`src/rtl/pgbtp_pkg.sv`:
```
// Constants, types and config carriers for the pixel gain, black level and pattern path
// Overview of operation
// RULE_01: Analog gain per colour equals (1 + doubler) times coarse gain over eight.
// RULE_02: Doubler bit holds only 0 or 1, giving a factor of 1 or 2.
// RULE_03: Software keeps coarse gain 1 to 4 and uses the doubler above 4.
// RULE_04: Digital gain per colour equals 1 plus fine gain over eight.
// RULE_05: Analog offset per colour comes from the loop or software, coarse steps.
// RULE_06: Row offset from averaged dark columns, or software offset when row loop is off.
// RULE_07: Even/odd column offset computed from dark rows, or set manually.
// RULE_08: Analog loop samples dark rows and steps offset only when outside targets.
// RULE_09: Green lock with equal green gains makes first green offset serve both.
// RULE_10: Red/blue lock with equal gains makes the red offset serve blue too.
// RULE_11: Offsets read back are those in use; manual writes apply on manual mode.
// RULE_12: Manual black level mode stops all sampling and adjusting; the code stops only the analog loop.
// RULE_13: Final black correction is last, undoes gain shift, active columns of all rows.
// RULE_14: Enabled test pattern, chosen by mode 0 to 8, replaces samples at pipe head.
// RULE_15: Dark pixels get colour pattern values; active pixels get the selected pattern.
// RULE_16: Software turns black level calibration off while a test pattern runs.
// RULE_17: Classic pattern feeds test data, alternating between even and odd columns.
// RULE_18: Colour field gives each pixel the green, red or blue value by colour.
// RULE_19: Gradients count active pixels, active rows, or combine both counters.
// RULE_20: Walking ones moves a single set bit, each row starting at value 1.
// RULE_21: Mono bars use bar width; even bars green value, odd bars blue value.
// RULE_22: Code 8 sends vertical colour bars down the pipeline.
// RULE_23: Output is a 12-bit pixel word on the parallel data port.
// RULE_24: User digital offset is signed -2048 to 2047, added after digital gain.
// RULE_25: Gain and offset results saturate to unsigned 12 bits.
// RULE_26: Pattern counters restart each row and each frame; the code restarts its row counters only each frame.
// RULE_27: Settings are sampled at frame start so a frame never mixes settings.
`default_nettype none
package pgbtp_pkg;
  localparam int PIX_W     = 12;
  localparam int CG_W      = 6;
  localparam int FG_W      = 7;
  localparam int AO_W      = 8;
  localparam int AG_W      = 7;
  localparam int OFS_W     = 13;
  localparam int ACC_W     = 20;
  localparam int FRAC_BITS = 3;
  localparam int COLOURS   = 4;
  localparam int BLC_LOG2  = 4;
  localparam int ROW_LOG2  = 3;
  localparam int EO_LOG2   = 3;
  localparam int CBAR_R    = 2;
  localparam int CBAR_G    = 1;
  localparam int CBAR_B    = 0;
  localparam logic [7:0]         GAIN_ONE  = 8'h08;
  localparam logic [PIX_W-1:0]   PIX_MAX   = 12'hfff;
  localparam logic [PIX_W-1:0]   PIX_ONE   = 12'h001;
  localparam logic [AO_W-1:0]    AOFF_MAX  = 8'hff;
  localparam logic [AO_W-1:0]    AOFF_STEP = 8'h01;
  localparam logic [ROW_LOG2:0]  ROW_LAST  = 4'h7;
  localparam logic [3:0] TP_FIELD = 4'h0;
  localparam logic [3:0] TP_HGRAD = 4'h1;
  localparam logic [3:0] TP_VGRAD = 4'h2;
  localparam logic [3:0] TP_DGRAD = 4'h3;
  localparam logic [3:0] TP_CLASS = 4'h4;
  localparam logic [3:0] TP_WALK  = 4'h5;
  localparam logic [3:0] TP_HBARS = 4'h6;
  localparam logic [3:0] TP_VBARS = 4'h7;
  localparam logic [3:0] TP_CBARS = 4'h8;

  typedef enum logic [1:0] {CLR_G1, CLR_RED, CLR_BLUE, CLR_G2} pgbtp_colour_e;

  typedef struct packed {
    logic [CG_W-1:0]         coarse_gain;
    logic                    gain_doubler;
    logic [FG_W-1:0]         fine_gain;
    logic [AO_W-1:0]         ana_offset;
    logic signed [PIX_W-1:0] user_offset;
    logic signed [PIX_W-1:0] eo_offset;
  } pgbtp_chan_cfg_s;

  typedef struct packed {
    logic             manual_black_level;
    logic             row_black_level_loop;
    logic             eo_manual;
    logic             lock_green;
    logic             lock_red_blue;
    logic             tp_enable;
    logic [3:0]       tp_mode;
    logic [PIX_W-1:0] black_target;
    logic [PIX_W-1:0] target_lo;
    logic [PIX_W-1:0] target_hi;
    logic [PIX_W-1:0] tp_green;
    logic [PIX_W-1:0] tp_red;
    logic [PIX_W-1:0] tp_blue;
    logic [PIX_W-1:0] tp_data;
    logic [PIX_W-1:0] bar_width;
  } pgbtp_glb_cfg_s;

  typedef struct packed {
    logic             valid;
    logic             dark_row;
    logic             dark_col;
    logic             col_odd;
    pgbtp_colour_e    colour;
    logic [PIX_W-1:0] data;
  } pgbtp_pix_s;
endpackage : pgbtp_pkg
`default_nettype wire

```
`src/rtl/pgbtp_pattern.sv`:
```
// Test pattern generator with column and row counters
`default_nettype none
module pgbtp_pattern (
  input  wire logic                      clk_sys,
  input  wire logic                      nrst,
  input  wire logic                      frame_start,
  input  wire logic                      row_start,
  input  wire logic                      pix_valid,
  input  wire logic                      pix_dark,
  input  wire logic                      col_odd,
  input  wire pgbtp_pkg::pgbtp_colour_e  colour,
  input  wire pgbtp_pkg::pgbtp_glb_cfg_s cfg,
  output logic [pgbtp_pkg::PIX_W-1:0]    pattern
);
  logic [pgbtp_pkg::PIX_W-1:0] hcnt_q, vcnt_q, walk_q, crun_q, rrun_q;
  logic [2:0]                  cidx_q, ridx_q;
  logic                        row_act_q;
  logic [pgbtp_pkg::PIX_W-1:0] wm1, clr_val, sel, cbar_val;
  logic [2:0]                  cbits;
  logic                        act, cbar_on;

  assign act = pix_valid && !pix_dark;
  assign wm1 = (cfg.bar_width == '0) ? '0 : cfg.bar_width - pgbtp_pkg::PIX_ONE;

  ////////////////////////////////////////
  // Column counters restart per row and frame; row counters (vcnt_q, rrun_q, ridx_q) restart per frame only
  always_ff @(posedge clk_sys) begin
    if (!nrst || frame_start) begin // RULE_26
      hcnt_q    <= '0;
      vcnt_q    <= '0;
      walk_q    <= pgbtp_pkg::PIX_ONE;
      crun_q    <= '0;
      rrun_q    <= '0;
      cidx_q    <= '0;
      ridx_q    <= '0;
      row_act_q <= 1'b0;
    end else if (row_start) begin // RULE_26
      hcnt_q    <= '0;
      walk_q    <= pgbtp_pkg::PIX_ONE; // RULE_20
      crun_q    <= '0;
      cidx_q    <= '0;
      row_act_q <= 1'b0;
      if (row_act_q) begin // RULE_19
        vcnt_q <= vcnt_q + pgbtp_pkg::PIX_ONE;
        rrun_q <= (rrun_q == wm1) ? '0 : rrun_q + pgbtp_pkg::PIX_ONE;
        ridx_q <= (rrun_q == wm1) ? ridx_q + 3'h1 : ridx_q;
      end
    end else if (act) begin
      hcnt_q    <= hcnt_q + pgbtp_pkg::PIX_ONE; // RULE_19
      walk_q    <= {walk_q[pgbtp_pkg::PIX_W-2:0], walk_q[pgbtp_pkg::PIX_W-1]}; // RULE_20
      row_act_q <= 1'b1;
      crun_q    <= (crun_q == wm1) ? '0 : crun_q + pgbtp_pkg::PIX_ONE; // RULE_21
      cidx_q    <= (crun_q == wm1) ? cidx_q + 3'h1 : cidx_q;
    end
  end

  ////////////////////////////////////////
  // Pattern selection
  assign clr_val = (colour == pgbtp_pkg::CLR_RED)  ? cfg.tp_red :
                   (colour == pgbtp_pkg::CLR_BLUE) ? cfg.tp_blue : cfg.tp_green; // RULE_18
  // White bar first, then colours in binary order down to black
  assign cbits    = ~cidx_q;
  assign cbar_on  = (colour == pgbtp_pkg::CLR_RED)  ? cbits[pgbtp_pkg::CBAR_R] :
                    (colour == pgbtp_pkg::CLR_BLUE) ? cbits[pgbtp_pkg::CBAR_B] :
                    cbits[pgbtp_pkg::CBAR_G];
  assign cbar_val = cbar_on ? pgbtp_pkg::PIX_MAX : '0; // RULE_22
  assign sel =
    (cfg.tp_mode == pgbtp_pkg::TP_HGRAD) ? hcnt_q : // RULE_19
    (cfg.tp_mode == pgbtp_pkg::TP_VGRAD) ? vcnt_q :
    (cfg.tp_mode == pgbtp_pkg::TP_DGRAD) ? hcnt_q + vcnt_q :
    (cfg.tp_mode == pgbtp_pkg::TP_CLASS) ? (col_odd ? ~cfg.tp_data : cfg.tp_data) : // RULE_17
    (cfg.tp_mode == pgbtp_pkg::TP_WALK)  ? walk_q :
    (cfg.tp_mode == pgbtp_pkg::TP_HBARS) ? (ridx_q[0] ? cfg.tp_blue : cfg.tp_green) : // RULE_21
    (cfg.tp_mode == pgbtp_pkg::TP_VBARS) ? (cidx_q[0] ? cfg.tp_blue : cfg.tp_green) :
    (cfg.tp_mode == pgbtp_pkg::TP_CBARS) ? cbar_val : clr_val;
  assign pattern = pix_dark ? clr_val : sel; // RULE_15
endmodule : pgbtp_pattern
`default_nettype wire

```
`src/rtl/pgbtp_pixel_path.sv`:
```
// Per-colour gain, offset, black level loops and test pattern pixel datapath
`default_nettype none
module pgbtp_pixel_path (
  input  wire logic                            CLK_SYS,
  input  wire logic                            NRST,
  input  wire logic                            FRAME_START,
  input  wire logic                            ROW_START,
  input  wire pgbtp_pkg::pgbtp_pix_s           PIX_IN,
  input  wire pgbtp_pkg::pgbtp_chan_cfg_s [3:0] CHAN_CFG,
  input  wire pgbtp_pkg::pgbtp_glb_cfg_s       GLB_CFG,
  output logic                                 PIX_OUT_VALID,
  output logic [pgbtp_pkg::PIX_W-1:0]          PIX_OUT_DATA,
  output logic [3:0][pgbtp_pkg::AG_W-1:0]      ANA_GAIN_X8,
  output logic [3:0][pgbtp_pkg::AO_W-1:0]      ANA_OFFSET,
  output logic [3:0][pgbtp_pkg::OFS_W-1:0]     ROW_OFFSET,
  output logic [3:0][pgbtp_pkg::OFS_W-1:0]     EO_OFFSET
);
  localparam int PW = pgbtp_pkg::PIX_W;
  localparam int AW = pgbtp_pkg::ACC_W;
  localparam int OW = pgbtp_pkg::OFS_W;
  localparam int NC = pgbtp_pkg::COLOURS;
  localparam int BL = pgbtp_pkg::BLC_LOG2;
  localparam int RL = pgbtp_pkg::ROW_LOG2;
  localparam int EL = pgbtp_pkg::EO_LOG2;

  ////////////////////////////////////////
  // Helper functions
  function automatic logic [pgbtp_pkg::AG_W-1:0] ana_gain_x8(
    input logic [pgbtp_pkg::CG_W-1:0] cg,
    input logic                       dbl);
    ana_gain_x8 = dbl ? {cg, 1'b0} : {1'b0, cg};
  endfunction : ana_gain_x8

  function automatic logic [AW-1:0] mul_q3(
    input logic [PW-1:0] a,
    input logic [7:0]    b);
    logic [AW-1:0] p;
    p = AW'(a) * AW'(b);
    mul_q3 = p >> pgbtp_pkg::FRAC_BITS;
  endfunction : mul_q3

  function automatic logic [PW-1:0] sat12(input logic signed [AW-1:0] v);
    if (v < 0)
      sat12 = '0;
    else if (v > $signed(AW'(pgbtp_pkg::PIX_MAX)))
      sat12 = pgbtp_pkg::PIX_MAX;
    else
      sat12 = v[PW-1:0];
  endfunction : sat12

  function automatic logic signed [OW-1:0] diff13(
    input logic [PW-1:0] a,
    input logic [PW-1:0] b);
    diff13 = $signed({1'b0, a}) - $signed({1'b0, b});
  endfunction : diff13

  function automatic logic [pgbtp_pkg::AO_W-1:0] blc_step(
    input logic [pgbtp_pkg::AO_W-1:0] off,
    input logic [PW-1:0]              avg,
    input logic [PW-1:0]              lo,
    input logic [PW-1:0]              hi);
    blc_step = off;
    if (avg < lo && off != pgbtp_pkg::AOFF_MAX)
      blc_step = off + pgbtp_pkg::AOFF_STEP;
    else if (avg > hi && off != '0)
      blc_step = off - pgbtp_pkg::AOFF_STEP;
  endfunction : blc_step

  ////////////////////////////////////////
  // Settings sampled at frame start
  pgbtp_pkg::pgbtp_glb_cfg_s        glb_q;
  pgbtp_pkg::pgbtp_chan_cfg_s [3:0] chan_q;

  always_ff @(posedge CLK_SYS) begin
    if (!NRST) begin
      glb_q  <= '0;
      chan_q <= '0;
    end else if (FRAME_START) begin // RULE_27
      glb_q  <= GLB_CFG;
      chan_q <= CHAN_CFG;
    end
  end

  ////////////////////////////////////////
  // Stage 0: pattern injection at the pipe head
  logic [PW-1:0]         pat_val;
  pgbtp_pkg::pgbtp_pix_s s0_d, s0_q;

  pgbtp_pattern u_pattern (
    .clk_sys     (CLK_SYS),
    .nrst        (NRST),
    .frame_start (FRAME_START),
    .row_start   (ROW_START),
    .pix_valid   (PIX_IN.valid),
    .pix_dark    (PIX_IN.dark_row || PIX_IN.dark_col),
    .col_odd     (PIX_IN.col_odd),
    .colour      (PIX_IN.colour),
    .cfg         (glb_q),
    .pattern     (pat_val)
  );

  always_comb begin
    s0_d = PIX_IN;
    if (glb_q.tp_enable)
      s0_d.data = pat_val; // RULE_14
  end

  always_ff @(posedge CLK_SYS) begin
    if (!NRST)
      s0_q <= '0;
    else
      s0_q <= s0_d;
  end

  ////////////////////////////////////////
  // Analog black level loop
  logic [PW+BL-1:0]            bsum_q [NC];
  logic [BL:0]                 bcnt_q [NC];
  logic [pgbtp_pkg::AO_W-1:0]  aoff_q [NC];
  logic                        blc_take;

  assign blc_take = s0_q.valid && s0_q.dark_row && !glb_q.manual_black_level;

  always_ff @(posedge CLK_SYS) begin
    for (int c = 0; c < NC; c++) begin
      if (!NRST) begin
        bsum_q[c] <= '0;
        bcnt_q[c] <= '0;
        aoff_q[c] <= '0;
      end else if (glb_q.manual_black_level) begin
        aoff_q[c] <= chan_q[c].ana_offset; // RULE_11
        bsum_q[c] <= '0; // RULE_12
        bcnt_q[c] <= '0;
      end else if (FRAME_START) begin
        bsum_q[c] <= '0;
        bcnt_q[c] <= '0;
        if (bcnt_q[c][BL])
          aoff_q[c] <= blc_step(aoff_q[c], bsum_q[c][PW+BL-1:BL],
                                glb_q.target_lo, glb_q.target_hi); // RULE_08 RULE_05
      end else if (blc_take && s0_q.colour == 2'(c) && !bcnt_q[c][BL]) begin
        bsum_q[c] <= bsum_q[c] + (PW+BL)'(s0_q.data);
        bcnt_q[c] <= bcnt_q[c] + 1'b1;
      end
    end
  end

  logic lock_g, lock_rb;

  assign lock_g  = glb_q.lock_green &&
                   chan_q[pgbtp_pkg::CLR_G1].coarse_gain == chan_q[pgbtp_pkg::CLR_G2].coarse_gain &&
                   chan_q[pgbtp_pkg::CLR_G1].gain_doubler == chan_q[pgbtp_pkg::CLR_G2].gain_doubler;
  assign lock_rb = glb_q.lock_red_blue &&
                   chan_q[pgbtp_pkg::CLR_RED].coarse_gain == chan_q[pgbtp_pkg::CLR_BLUE].coarse_gain &&
                   chan_q[pgbtp_pkg::CLR_RED].gain_doubler == chan_q[pgbtp_pkg::CLR_BLUE].gain_doubler;

  assign ANA_OFFSET[pgbtp_pkg::CLR_G1]   = aoff_q[pgbtp_pkg::CLR_G1];
  assign ANA_OFFSET[pgbtp_pkg::CLR_RED]  = aoff_q[pgbtp_pkg::CLR_RED];
  assign ANA_OFFSET[pgbtp_pkg::CLR_BLUE] = lock_rb ? aoff_q[pgbtp_pkg::CLR_RED] :
                                           aoff_q[pgbtp_pkg::CLR_BLUE]; // RULE_10
  assign ANA_OFFSET[pgbtp_pkg::CLR_G2]   = lock_g ? aoff_q[pgbtp_pkg::CLR_G1] :
                                           aoff_q[pgbtp_pkg::CLR_G2]; // RULE_09

  ////////////////////////////////////////
  // Row-wise digital offset from dark columns
  logic [PW+RL-1:0]       rsum_q [NC];
  logic [RL:0]            rcnt_q [NC];
  logic signed [OW-1:0]   roff_q [NC];
  logic [PW+RL-1:0]       rsum_nx;
  logic                   row_take;

  assign row_take = s0_q.valid && s0_q.dark_col && glb_q.row_black_level_loop;
  assign rsum_nx  = rsum_q[s0_q.colour] + (PW+RL)'(s0_q.data);

  always_ff @(posedge CLK_SYS) begin
    for (int c = 0; c < NC; c++) begin
      if (!NRST) begin
        rsum_q[c] <= '0;
        rcnt_q[c] <= '0;
        roff_q[c] <= '0;
      end else begin
        if (!glb_q.row_black_level_loop)
          roff_q[c] <= OW'(chan_q[c].user_offset); // RULE_06 RULE_24
        if (ROW_START) begin
          rsum_q[c] <= '0;
          rcnt_q[c] <= '0;
        end else if (row_take && s0_q.colour == 2'(c) && !rcnt_q[c][RL]) begin
          rsum_q[c] <= rsum_nx;
          rcnt_q[c] <= rcnt_q[c] + 1'b1;
          if (rcnt_q[c] == pgbtp_pkg::ROW_LAST)
            roff_q[c] <= diff13(glb_q.black_target, rsum_nx[PW+RL-1:RL]); // RULE_06
        end
      end
    end
  end

  ////////////////////////////////////////
  // Even/odd column offset from dark rows
  logic [PW+EL-1:0]       esum_q [NC][2];
  logic [EL:0]            ecnt_q [NC][2];
  logic signed [OW-1:0]   eoff_q [NC];
  logic                   eo_take;

  assign eo_take = s0_q.valid && s0_q.dark_row && !glb_q.eo_manual;

  always_ff @(posedge CLK_SYS) begin
    for (int c = 0; c < NC; c++) begin
      if (!NRST) begin
        eoff_q[c] <= '0;
        for (int p = 0; p < 2; p++) begin
          esum_q[c][p] <= '0;
          ecnt_q[c][p] <= '0;
        end
      end else if (glb_q.eo_manual) begin
        eoff_q[c] <= OW'(chan_q[c].eo_offset); // RULE_07
      end else if (FRAME_START) begin
        if (ecnt_q[c][0][EL] && ecnt_q[c][1][EL])
          eoff_q[c] <= diff13(esum_q[c][0][PW+EL-1:EL], esum_q[c][1][PW+EL-1:EL]); // RULE_07
        for (int p = 0; p < 2; p++) begin
          esum_q[c][p] <= '0;
          ecnt_q[c][p] <= '0;
        end
      end else if (eo_take && s0_q.colour == 2'(c) && !ecnt_q[c][s0_q.col_odd][EL]) begin
        esum_q[c][s0_q.col_odd] <= esum_q[c][s0_q.col_odd] + (PW+EL)'(s0_q.data);
        ecnt_q[c][s0_q.col_odd] <= ecnt_q[c][s0_q.col_odd] + 1'b1;
      end
    end
  end

  for (genvar g = 0; g < NC; g++) begin : g_chan
    assign ANA_GAIN_X8[g] = ana_gain_x8(chan_q[g].coarse_gain, chan_q[g].gain_doubler); // RULE_01 RULE_02
    assign ROW_OFFSET[g]  = roff_q[g];
    assign EO_OFFSET[g]   = eoff_q[g];
  end

  ////////////////////////////////////////
  // Stage 1: digital gain
  pgbtp_pkg::pgbtp_pix_s s1_d, s1_q;
  logic [7:0]            dg_mul;

  assign dg_mul = pgbtp_pkg::GAIN_ONE + 8'(chan_q[s0_q.colour].fine_gain);

  always_comb begin
    s1_d      = s0_q;
    s1_d.data = sat12($signed(mul_q3(s0_q.data, dg_mul))); // RULE_04 RULE_25
  end

  always_ff @(posedge CLK_SYS) begin
    if (!NRST)
      s1_q <= '0;
    else
      s1_q <= s1_d;
  end

  ////////////////////////////////////////
  // Stage 2: offsets and final black correction
  logic [AW-1:0]        corr;
  logic signed [AW-1:0] sum2;
  logic [PW-1:0]        out_q;
  logic                 out_valid_q;

  // Black shift that the fine gain adds to the target level
  assign corr = s1_q.dark_col ? '0 :
                mul_q3(glb_q.black_target, 8'(chan_q[s1_q.colour].fine_gain)); // RULE_13
  assign sum2 = $signed(AW'(s1_q.data)) + AW'(roff_q[s1_q.colour]) // RULE_24
              + (s1_q.col_odd ? AW'(eoff_q[s1_q.colour]) : '0)
              - $signed(corr);

  always_ff @(posedge CLK_SYS) begin
    if (!NRST) begin
      out_q       <= '0;
      out_valid_q <= 1'b0;
    end else begin
      out_q       <= sat12(sum2); // RULE_25 RULE_13
      out_valid_q <= s1_q.valid;
    end
  end

  assign PIX_OUT_VALID = out_valid_q;
  assign PIX_OUT_DATA  = out_q; // RULE_23
endmodule : pgbtp_pixel_path
`default_nettype wire

```
`config.mk`:
```
export PLATFORM = sky130hd
export DESIGN_NAME = pgbtp_pixel_path
export DESIGN_NICKNAME = d
export VERILOG_FILES = /design/src/rtl/pgbtp_pkg.sv /design/src/rtl/pgbtp_pattern.sv /design/src/rtl/pgbtp_pixel_path.sv
export SDC_FILE = /design/constraint.sdc
export NUM_CORES = 2
export LEC_CHECK = 0
export CORE_MARGIN = 2
export CORE_UTILIZATION = 31
export CTS_BUF_LIST = sky130_fd_sc_hd__clkbuf_8
export CTS_CLUSTER_DIAMETER = 100
export DETAILED_ROUTE_END_ITERATION = 10
export DONT_BUFFER_PORTS = 1
export PLACE_DENSITY = 0.51
export SYNTH_ARGS = -nofsm -noshare
export SYNTH_HDL_FRONTEND = slang
export SYNTH_SLANG_ARGS = --single-unit
export TNS_END_PERCENT = 30
```
`constraint.sdc`:
```
create_clock -name CLK_SYS -period 9.07 [get_ports CLK_SYS]
set_input_delay 0.4535 -clock CLK_SYS [delete_from_list [all_inputs] [get_ports CLK_SYS]]
set_output_delay 0.4535 -clock CLK_SYS [all_outputs]
set_load 0.01 [all_outputs]
```
[Yosys cells after proc, flatten, opt, wreduce, memory -nomap -nowiden]
Memory sizes are Yosys's and may differ from the RTL's. A register that Yosys moved wholly into a read port is not among the register bits.
Cells that the tools add are included.
Operators by class
  reduce and logical (&&, ||, !) cells: 77
  $mul: 2
  multiplexer cells: 462
  add/subtract/negate cells: 46
  bitwise logic cells: 236
  order comparisons: 16
  eq/ne operators: 27
Operators with widths (count)
  $mux W15: 29
  $mux W8: 38
  $mux W1: 286
  $mux W12: 21
  $or A1 B1 Y1: 232
  $mux W13: 16
  $mux W16: 13
  $bmux W46 S2: 2
  $mux W30: 4
  $mux W4: 29
  $mux W39: 2
  $add A15 B12 Y15: 5
  $sub A12 B12 Y13: 5
  $add A16 B12 Y16: 4
  $mux W5: 12
  $add A12 B1 Y12 const B: 4
  $gt A12 B12 Y1: 4
  $lt A12 B12 Y1: 4
  $logic_and A1 B1 Y1: 47
  $add A4 B1 Y4 const B: 8
  $add A8 B1 Y8 const B: 4
  $eq A4 B3 Y1 const B: 8
  $ne A8 B8 Y1 const B: 4
  $reduce_bool A8 Y1: 4
  other kinds (42): 81
Word-level totals
  memories kept: 9
  output and inout bits: 177
  word-level logic and storage cells: 935
  RAM bits: 448
  input bits: 312
  flip-flop bits (word level): 405
Memories
  esum_q: words 4, bits a word 30, rd ports 4, clocked after Yosys merged registers in 0, wr ports 4, RTL line pgbtp_pixel_path.sv:198  | logic [PW+EL-1:0] esum_q [NC][2];
  bsum_q: words 4, bits a word 16, rd ports 4, clocked after Yosys merged registers in 0, wr ports 4, RTL line pgbtp_pixel_path.sv:117  | logic [PW+BL-1:0] bsum_q [NC];
  rsum_q: words 4, bits a word 15, rd ports 1, clocked after Yosys merged registers in 1, wr ports 4, RTL line pgbtp_pixel_path.sv:165  | logic [PW+RL-1:0] rsum_q [NC];
  eoff_q: words 4, bits a word 13, rd ports 5, clocked after Yosys merged registers in 1, wr ports 4, RTL line pgbtp_pixel_path.sv:200  | logic signed [OW-1:0] eoff_q [NC];
  roff_q: words 4, bits a word 13, rd ports 5, clocked after Yosys merged registers in 1, wr ports 4, RTL line pgbtp_pixel_path.sv:167  | logic signed [OW-1:0] roff_q [NC];
  aoff_q: words 4, bits a word 8, rd ports 4, clocked after Yosys merged registers in 0, wr ports 4, RTL line pgbtp_pixel_path.sv:119  | logic [pgbtp_pkg::AO_W-1:0] aoff_q [NC];
  3 more memories

[Depth between registers and ports, before layout]
  word-level depth: 14
  mapped depth: 37

[By module]
From an unflattened synthesis, not the netlist that was laid out.
Unflattened totals
  cell total of the unflattened synthesis: 5579
  area total of the unflattened synthesis: 55948.7 um2
By module, submodules not included
  pgbtp_pixel_path: area an instance 50136.8 um2, instances 1, cells an instance 4803
  pgbtp_pattern: area an instance 5811.8 um2, instances 1, cells an instance 776

[Worst setup path before layout]
OpenSTA, ideal clock, no wires.
  path type: register -> register
  start: reg s1_q[12] (netlist bit)
  end: reg out_q[10], in the netlist PIX_OUT_DATA[10]
  arrival: 7.968 ns
  stages on the path, launching flop included: 30
  path slack: 0.965 ns
  clock period less this slack: 8.105 ns
  path through: dfxtp_1 -> buf_2 -> buf_1 -> mux4_2 -> clkbuf_1 -> and2_1 -> fa_1 -> fa_1 -> fa_1 -> fa_1 -> ha_1 -> a2111oi_0 -> o21ai_0 -> a31oi_1 -> o21bai_1 -> a21oi_1 -> xor2_1 -> nor2_1 -> fa_1 -> inv_1 -> ha_1 -> a21o_1 -> a211o_1 -> a21oi_1 -> o31a_1 -> o21ai_0 -> nand4b_1 -> o2111ai_1 -> clkbuf_1 -> nand3_1
Between the ends
  cells in the longest elaborated chain, start to end: 7
  elaborated cells on any way between the ends: 9
  those cells by class: add/sub: 1; mul: 1; order compare: 2; mux: 4; reduce/logical: 1
Ends and longest elaborated chain
  start: declaration: RTL line pgbtp_pixel_path.sv:237  | pgbtp_pkg::pgbtp_pix_s s1_d, s1_q;
  start signal: assignment: RTL line pgbtp_pixel_path.sv:249  | s1_q <= '0;
  start signal: assignment: RTL line pgbtp_pixel_path.sv:251  | s1_q <= s1_d;
  $bmux W46 S2 *: RTL line pgbtp_pixel_path.sv:263  | mul_q3(glb_q.black_target, 8'(chan_q[s1_q.colour].fine_gain));
  $mux W39 (not written as such) *: RTL line pgbtp_pixel_path.sv:263
  $mul A12 B7 Y19 *: RTL line pgbtp_pixel_path.sv:38  | p = AW'(a) * AW'(b);
  $mux W16 *: RTL line pgbtp_pixel_path.sv:262  | assign corr = s1_q.dark_col ? '0 :
  $sub A20 B16 Y20 *: RTL line pgbtp_pixel_path.sv:266  | - $signed(corr);
  $gt A20 B13 Y1 or $lt A20 B1 Y1 (tied branches): RTL line pgbtp_pixel_path.sv:45, pgbtp_pixel_path.sv:43
  $mux W12 or $reduce_or A2 Y1 (tied branches)
  end signal: assignment: RTL line pgbtp_pixel_path.sv:273  | out_q <= sat12(sum2);
  end: declaration: RTL line pgbtp_pixel_path.sv:258  | logic [PW-1:0] out_q;
Every way passes the cells marked *; elsewhere a longest branch is shown, timed or not. The select of a mux whose other input is x is not followed.
A chain may end at the register's enable or synchronous reset.

[Worst setup path in the final report]
  start: reg s1_q[13] (netlist bit)
  end: reg out_q[1], in the netlist PIX_OUT_DATA[1]
Same word-level chain as after synthesis.

==> metrics.csv <==
metric,value,unit
status,"finished, final reports clean",
rsz0062_at_grt,no,
cts_root_buf,clkbuf_8,
drive_gt1_frac,0.0717,
grt_pass1_wl,283000,um
setup_tns,0,ps
yosysTopAreaCell,edfxtp_1,
ant_nets,0,
async_reset_ff_frac,0,
max_freq,120,MHz
slew-limit-headroom,0.138,
clkPwrFrac,0.339,
syn_area,54900,um2
report.final.hold_viol_count,0,
worstSetupEndpointType,flop,
switching_share,0.327,
viasPerCell,5.04,
max_stage_delay,560,ps
clkTransAtPathRegs,60,ps
ys_ff_latch,851,
grt_max_degree,297,
netSwitchingPower,0.00373,W
portBuffers,0,
pwr-share-comb,0.254,
grt_overflow,0,
yosys.cell_types.count,82,
synthToLayoutAreaGrowth,23.1,%
critPathMaxFanout,15,
worst_pin_slew,1280,ps
yosys-top-cells-area,"edfxtp_1 (24%), dfxtp_1 (15%), ha_1 (9.5%)",
synth_cells,5492,
final_period_minus_worst_setup_slack,8350,ps
io_pins,489,
ys_seq_area_frac,0.392,
start_kind,flop,
final.setup_skew,49.4,ps
slew_viol_final,0,
syn_nets,6367,
dr.pass1.iters,5,
post-place-cells,7645,
dieHeight,425,um
hpwl,137000,um
final_common_cell,dlygate4sd3_1,
cts_inserted_buffers,155,
die_w,425,um
grt_antenna_before_repair,45,
vias,43694,
post_drt_wl_per_cell,22.2,um
p_int,0.00769,W
power_leakage,28.2,nW
fillers,17413,
final_cell_mix,"dlygate4sd3_1 (700), nor2_1 (504), edfxtp_1 (448)",
first_iter_violations,2675,
synth-edff-count,448,
start_util,0.312,
synth_flop_cell,edfxtp_1,
floorplan.die_area,181000,um2
drc,0,
min-delay-path-class,input port to flop,
clk-insertion-delay-late,920,ps
yosysWarningCount,0,
synth_area_per_cell,10.0,um2
cts_tree,yes,
worst-setup-path-type,flop to flop,
critPathSlowestCell,fa_1,
required,9860,ps
p_per_area,169,nW/um2
grt_pass1_vias,44050,
max-clock-path-buffers,3,
peakVddDrop,0.000132,V
final_cell_count_no_fill,8662,
cap_violations,0,
setup_viol,0,
clock-sinks,851,
seqPwrFrac,0.407,
wirelength,192000,um
grt_usage,0.208,
yosys.area.top_type_share,0.245,
gp_congestion,0.901,
fin_nets,7039,
coreArea,176000,um2
htree_levels,4,
fp-row-count,154,
fin_crit_sh,0.921,
final_core_utilization,0.384,
worstPathArrival,9140,ps
## metal layers
metal  share of wire  vias to the layer above  global-route usage
met5         0.00016                        -                   0
met4           0.057                        4               0.116
met3           0.054                      367              0.0441
met2            0.49                     1128               0.353
met1            0.40                    21478               0.244
li1                -                    20717                   -
## power groups by stage
stage | Sequential, W | Combinational [W] | Clock, W
4_1_cts | 0.00464 | 0.00289 | 0.00396
6_report | 0.00464 | 0.00290 | 0.00387
2_1_floorplan | 0.00453 | 0.00199 | 0
5_1_grt | 0.00466 | 0.00323 | 0.00412
3_3_place_gp | 0.00472 | 0.00251 | 0
3_5_place_dp | 0.00472 | 0.00254 | 0
## timing repair
action / in CTS / in global routing
hold buffers: 701 / 0
buffers inserted: 0 / 1
hold endpoints to repair: 357 / 0
resized for setup: 0 / 1
setup endpoints to repair: 0 / 8
## area by class of cell
type | count | area, um2 | share of cell area
clock buffer | 190 | 2620 | 0.0387
tap | 2340 | 2930 | 0.0433
sequential | 851 | 21500 | 0.318
multi-input combinational | 4089 | 31300 | 0.463
timing repair buffer | 736 | 7300 | 0.108
clock inverter | 95 | 618 | 0.00914
inverter | 331 | 1240 | 0.0184
antenna | 30 | 75.1 | 0.00111
## registers in the layout, indices dropped and copies added, names as in the netlist, 12 cells and up
name and count:
u_pattern.hcnt_q 12, esum_q 120, rsum_q 60, chan_q 184, roff_q 52, glb_q 106, u_pattern.vcnt_q 12, PIX_OUT_DATA 12
u_pattern.rrun_q 12, aoff_q 32, rcnt_q 16, u_pattern.walk_q 12, bsum_q 64, s0_q 18, u_pattern.crun_q 12, ecnt_q 32
eoff_q 52, bcnt_q 20, s1_q 17
## worst max-delay path: cells and delay by family (launching register included)
| family | cells | cell delay, ps |
|---|---|---|
| and+or+nand+nor | 5 | 660 |
| AOI/OAI and AO/OA | 11 | 2440 |
| muxes | 1 | 500 |
| xor gates and xnor gates | 1 | 170 |
| DFF | 1 | 440 |
| adders and majority gates | 7 | 3270 |
| buffers and inverters | 7 | 750 |
## logic make-up after synthesis
group           after synthesis  synth area share
xor+xnor                    320            0.0520
fa+ha+maj                   563             0.148
compound gates              863            0.0994
flops                       851             0.392
buf+inv                     552            0.0382
simple gates               1866             0.170
mux                         477             0.101
## path summary, 6_finish.rpt
path | cells past startpoint | slack [ps] | startpoint | to
setup / recovery | 32 | 720 | s1_q[13]$_SDFF_PN0_ | PIX_OUT_DATA[1]$_SDFF_PP0_
hold / removal | 2 | 70 | NRST | chan_q[119]$_SDFFE_PN0P_
setup reg to reg | 32 | 720 | s1_q[13]$_SDFF_PN0_ | PIX_OUT_DATA[1]$_SDFF_PP0_
hold reg to reg | 1 | 450 | s1_q[17]$_SDFF_PN0_ | PIX_OUT_VALID$_SDFF_PN0_
## per-stage QoR
stage	total power, W	setup slack [ps]	hold slack [ps]	cell area, um2
floorplan	0.00652	965	412	54900
global placement	0.00723	704	419	57300
detailed placement	0.00726	630	426	57300
CTS	0.0115	651	0.399	67600
global route	0.0120	112	57.5	67600
finish	0.0114	719	69.9	67600
## cell usage after synthesis, types with 47 or more instances
library cell,instances
nor3_1,87
clkbuf_1,169
nor2b_1,355
xor2_1,151
a21o_1,85
nor2_1,505
fa_1,145
xnor2_1,165
nand4_1,47
mux2i_1,334
nand3_1,111
and2_1,138
ha_1,418
o21ai_0,249
nand2_1,396
edfxtp_1,448
a21oi_1,211
mux2_2,90
inv_1,331
or3_1,59
mux4_2,53
nand2b_1,52
dfxtp_1,403
No activity file was read; power rests on OpenSTA's default activity.
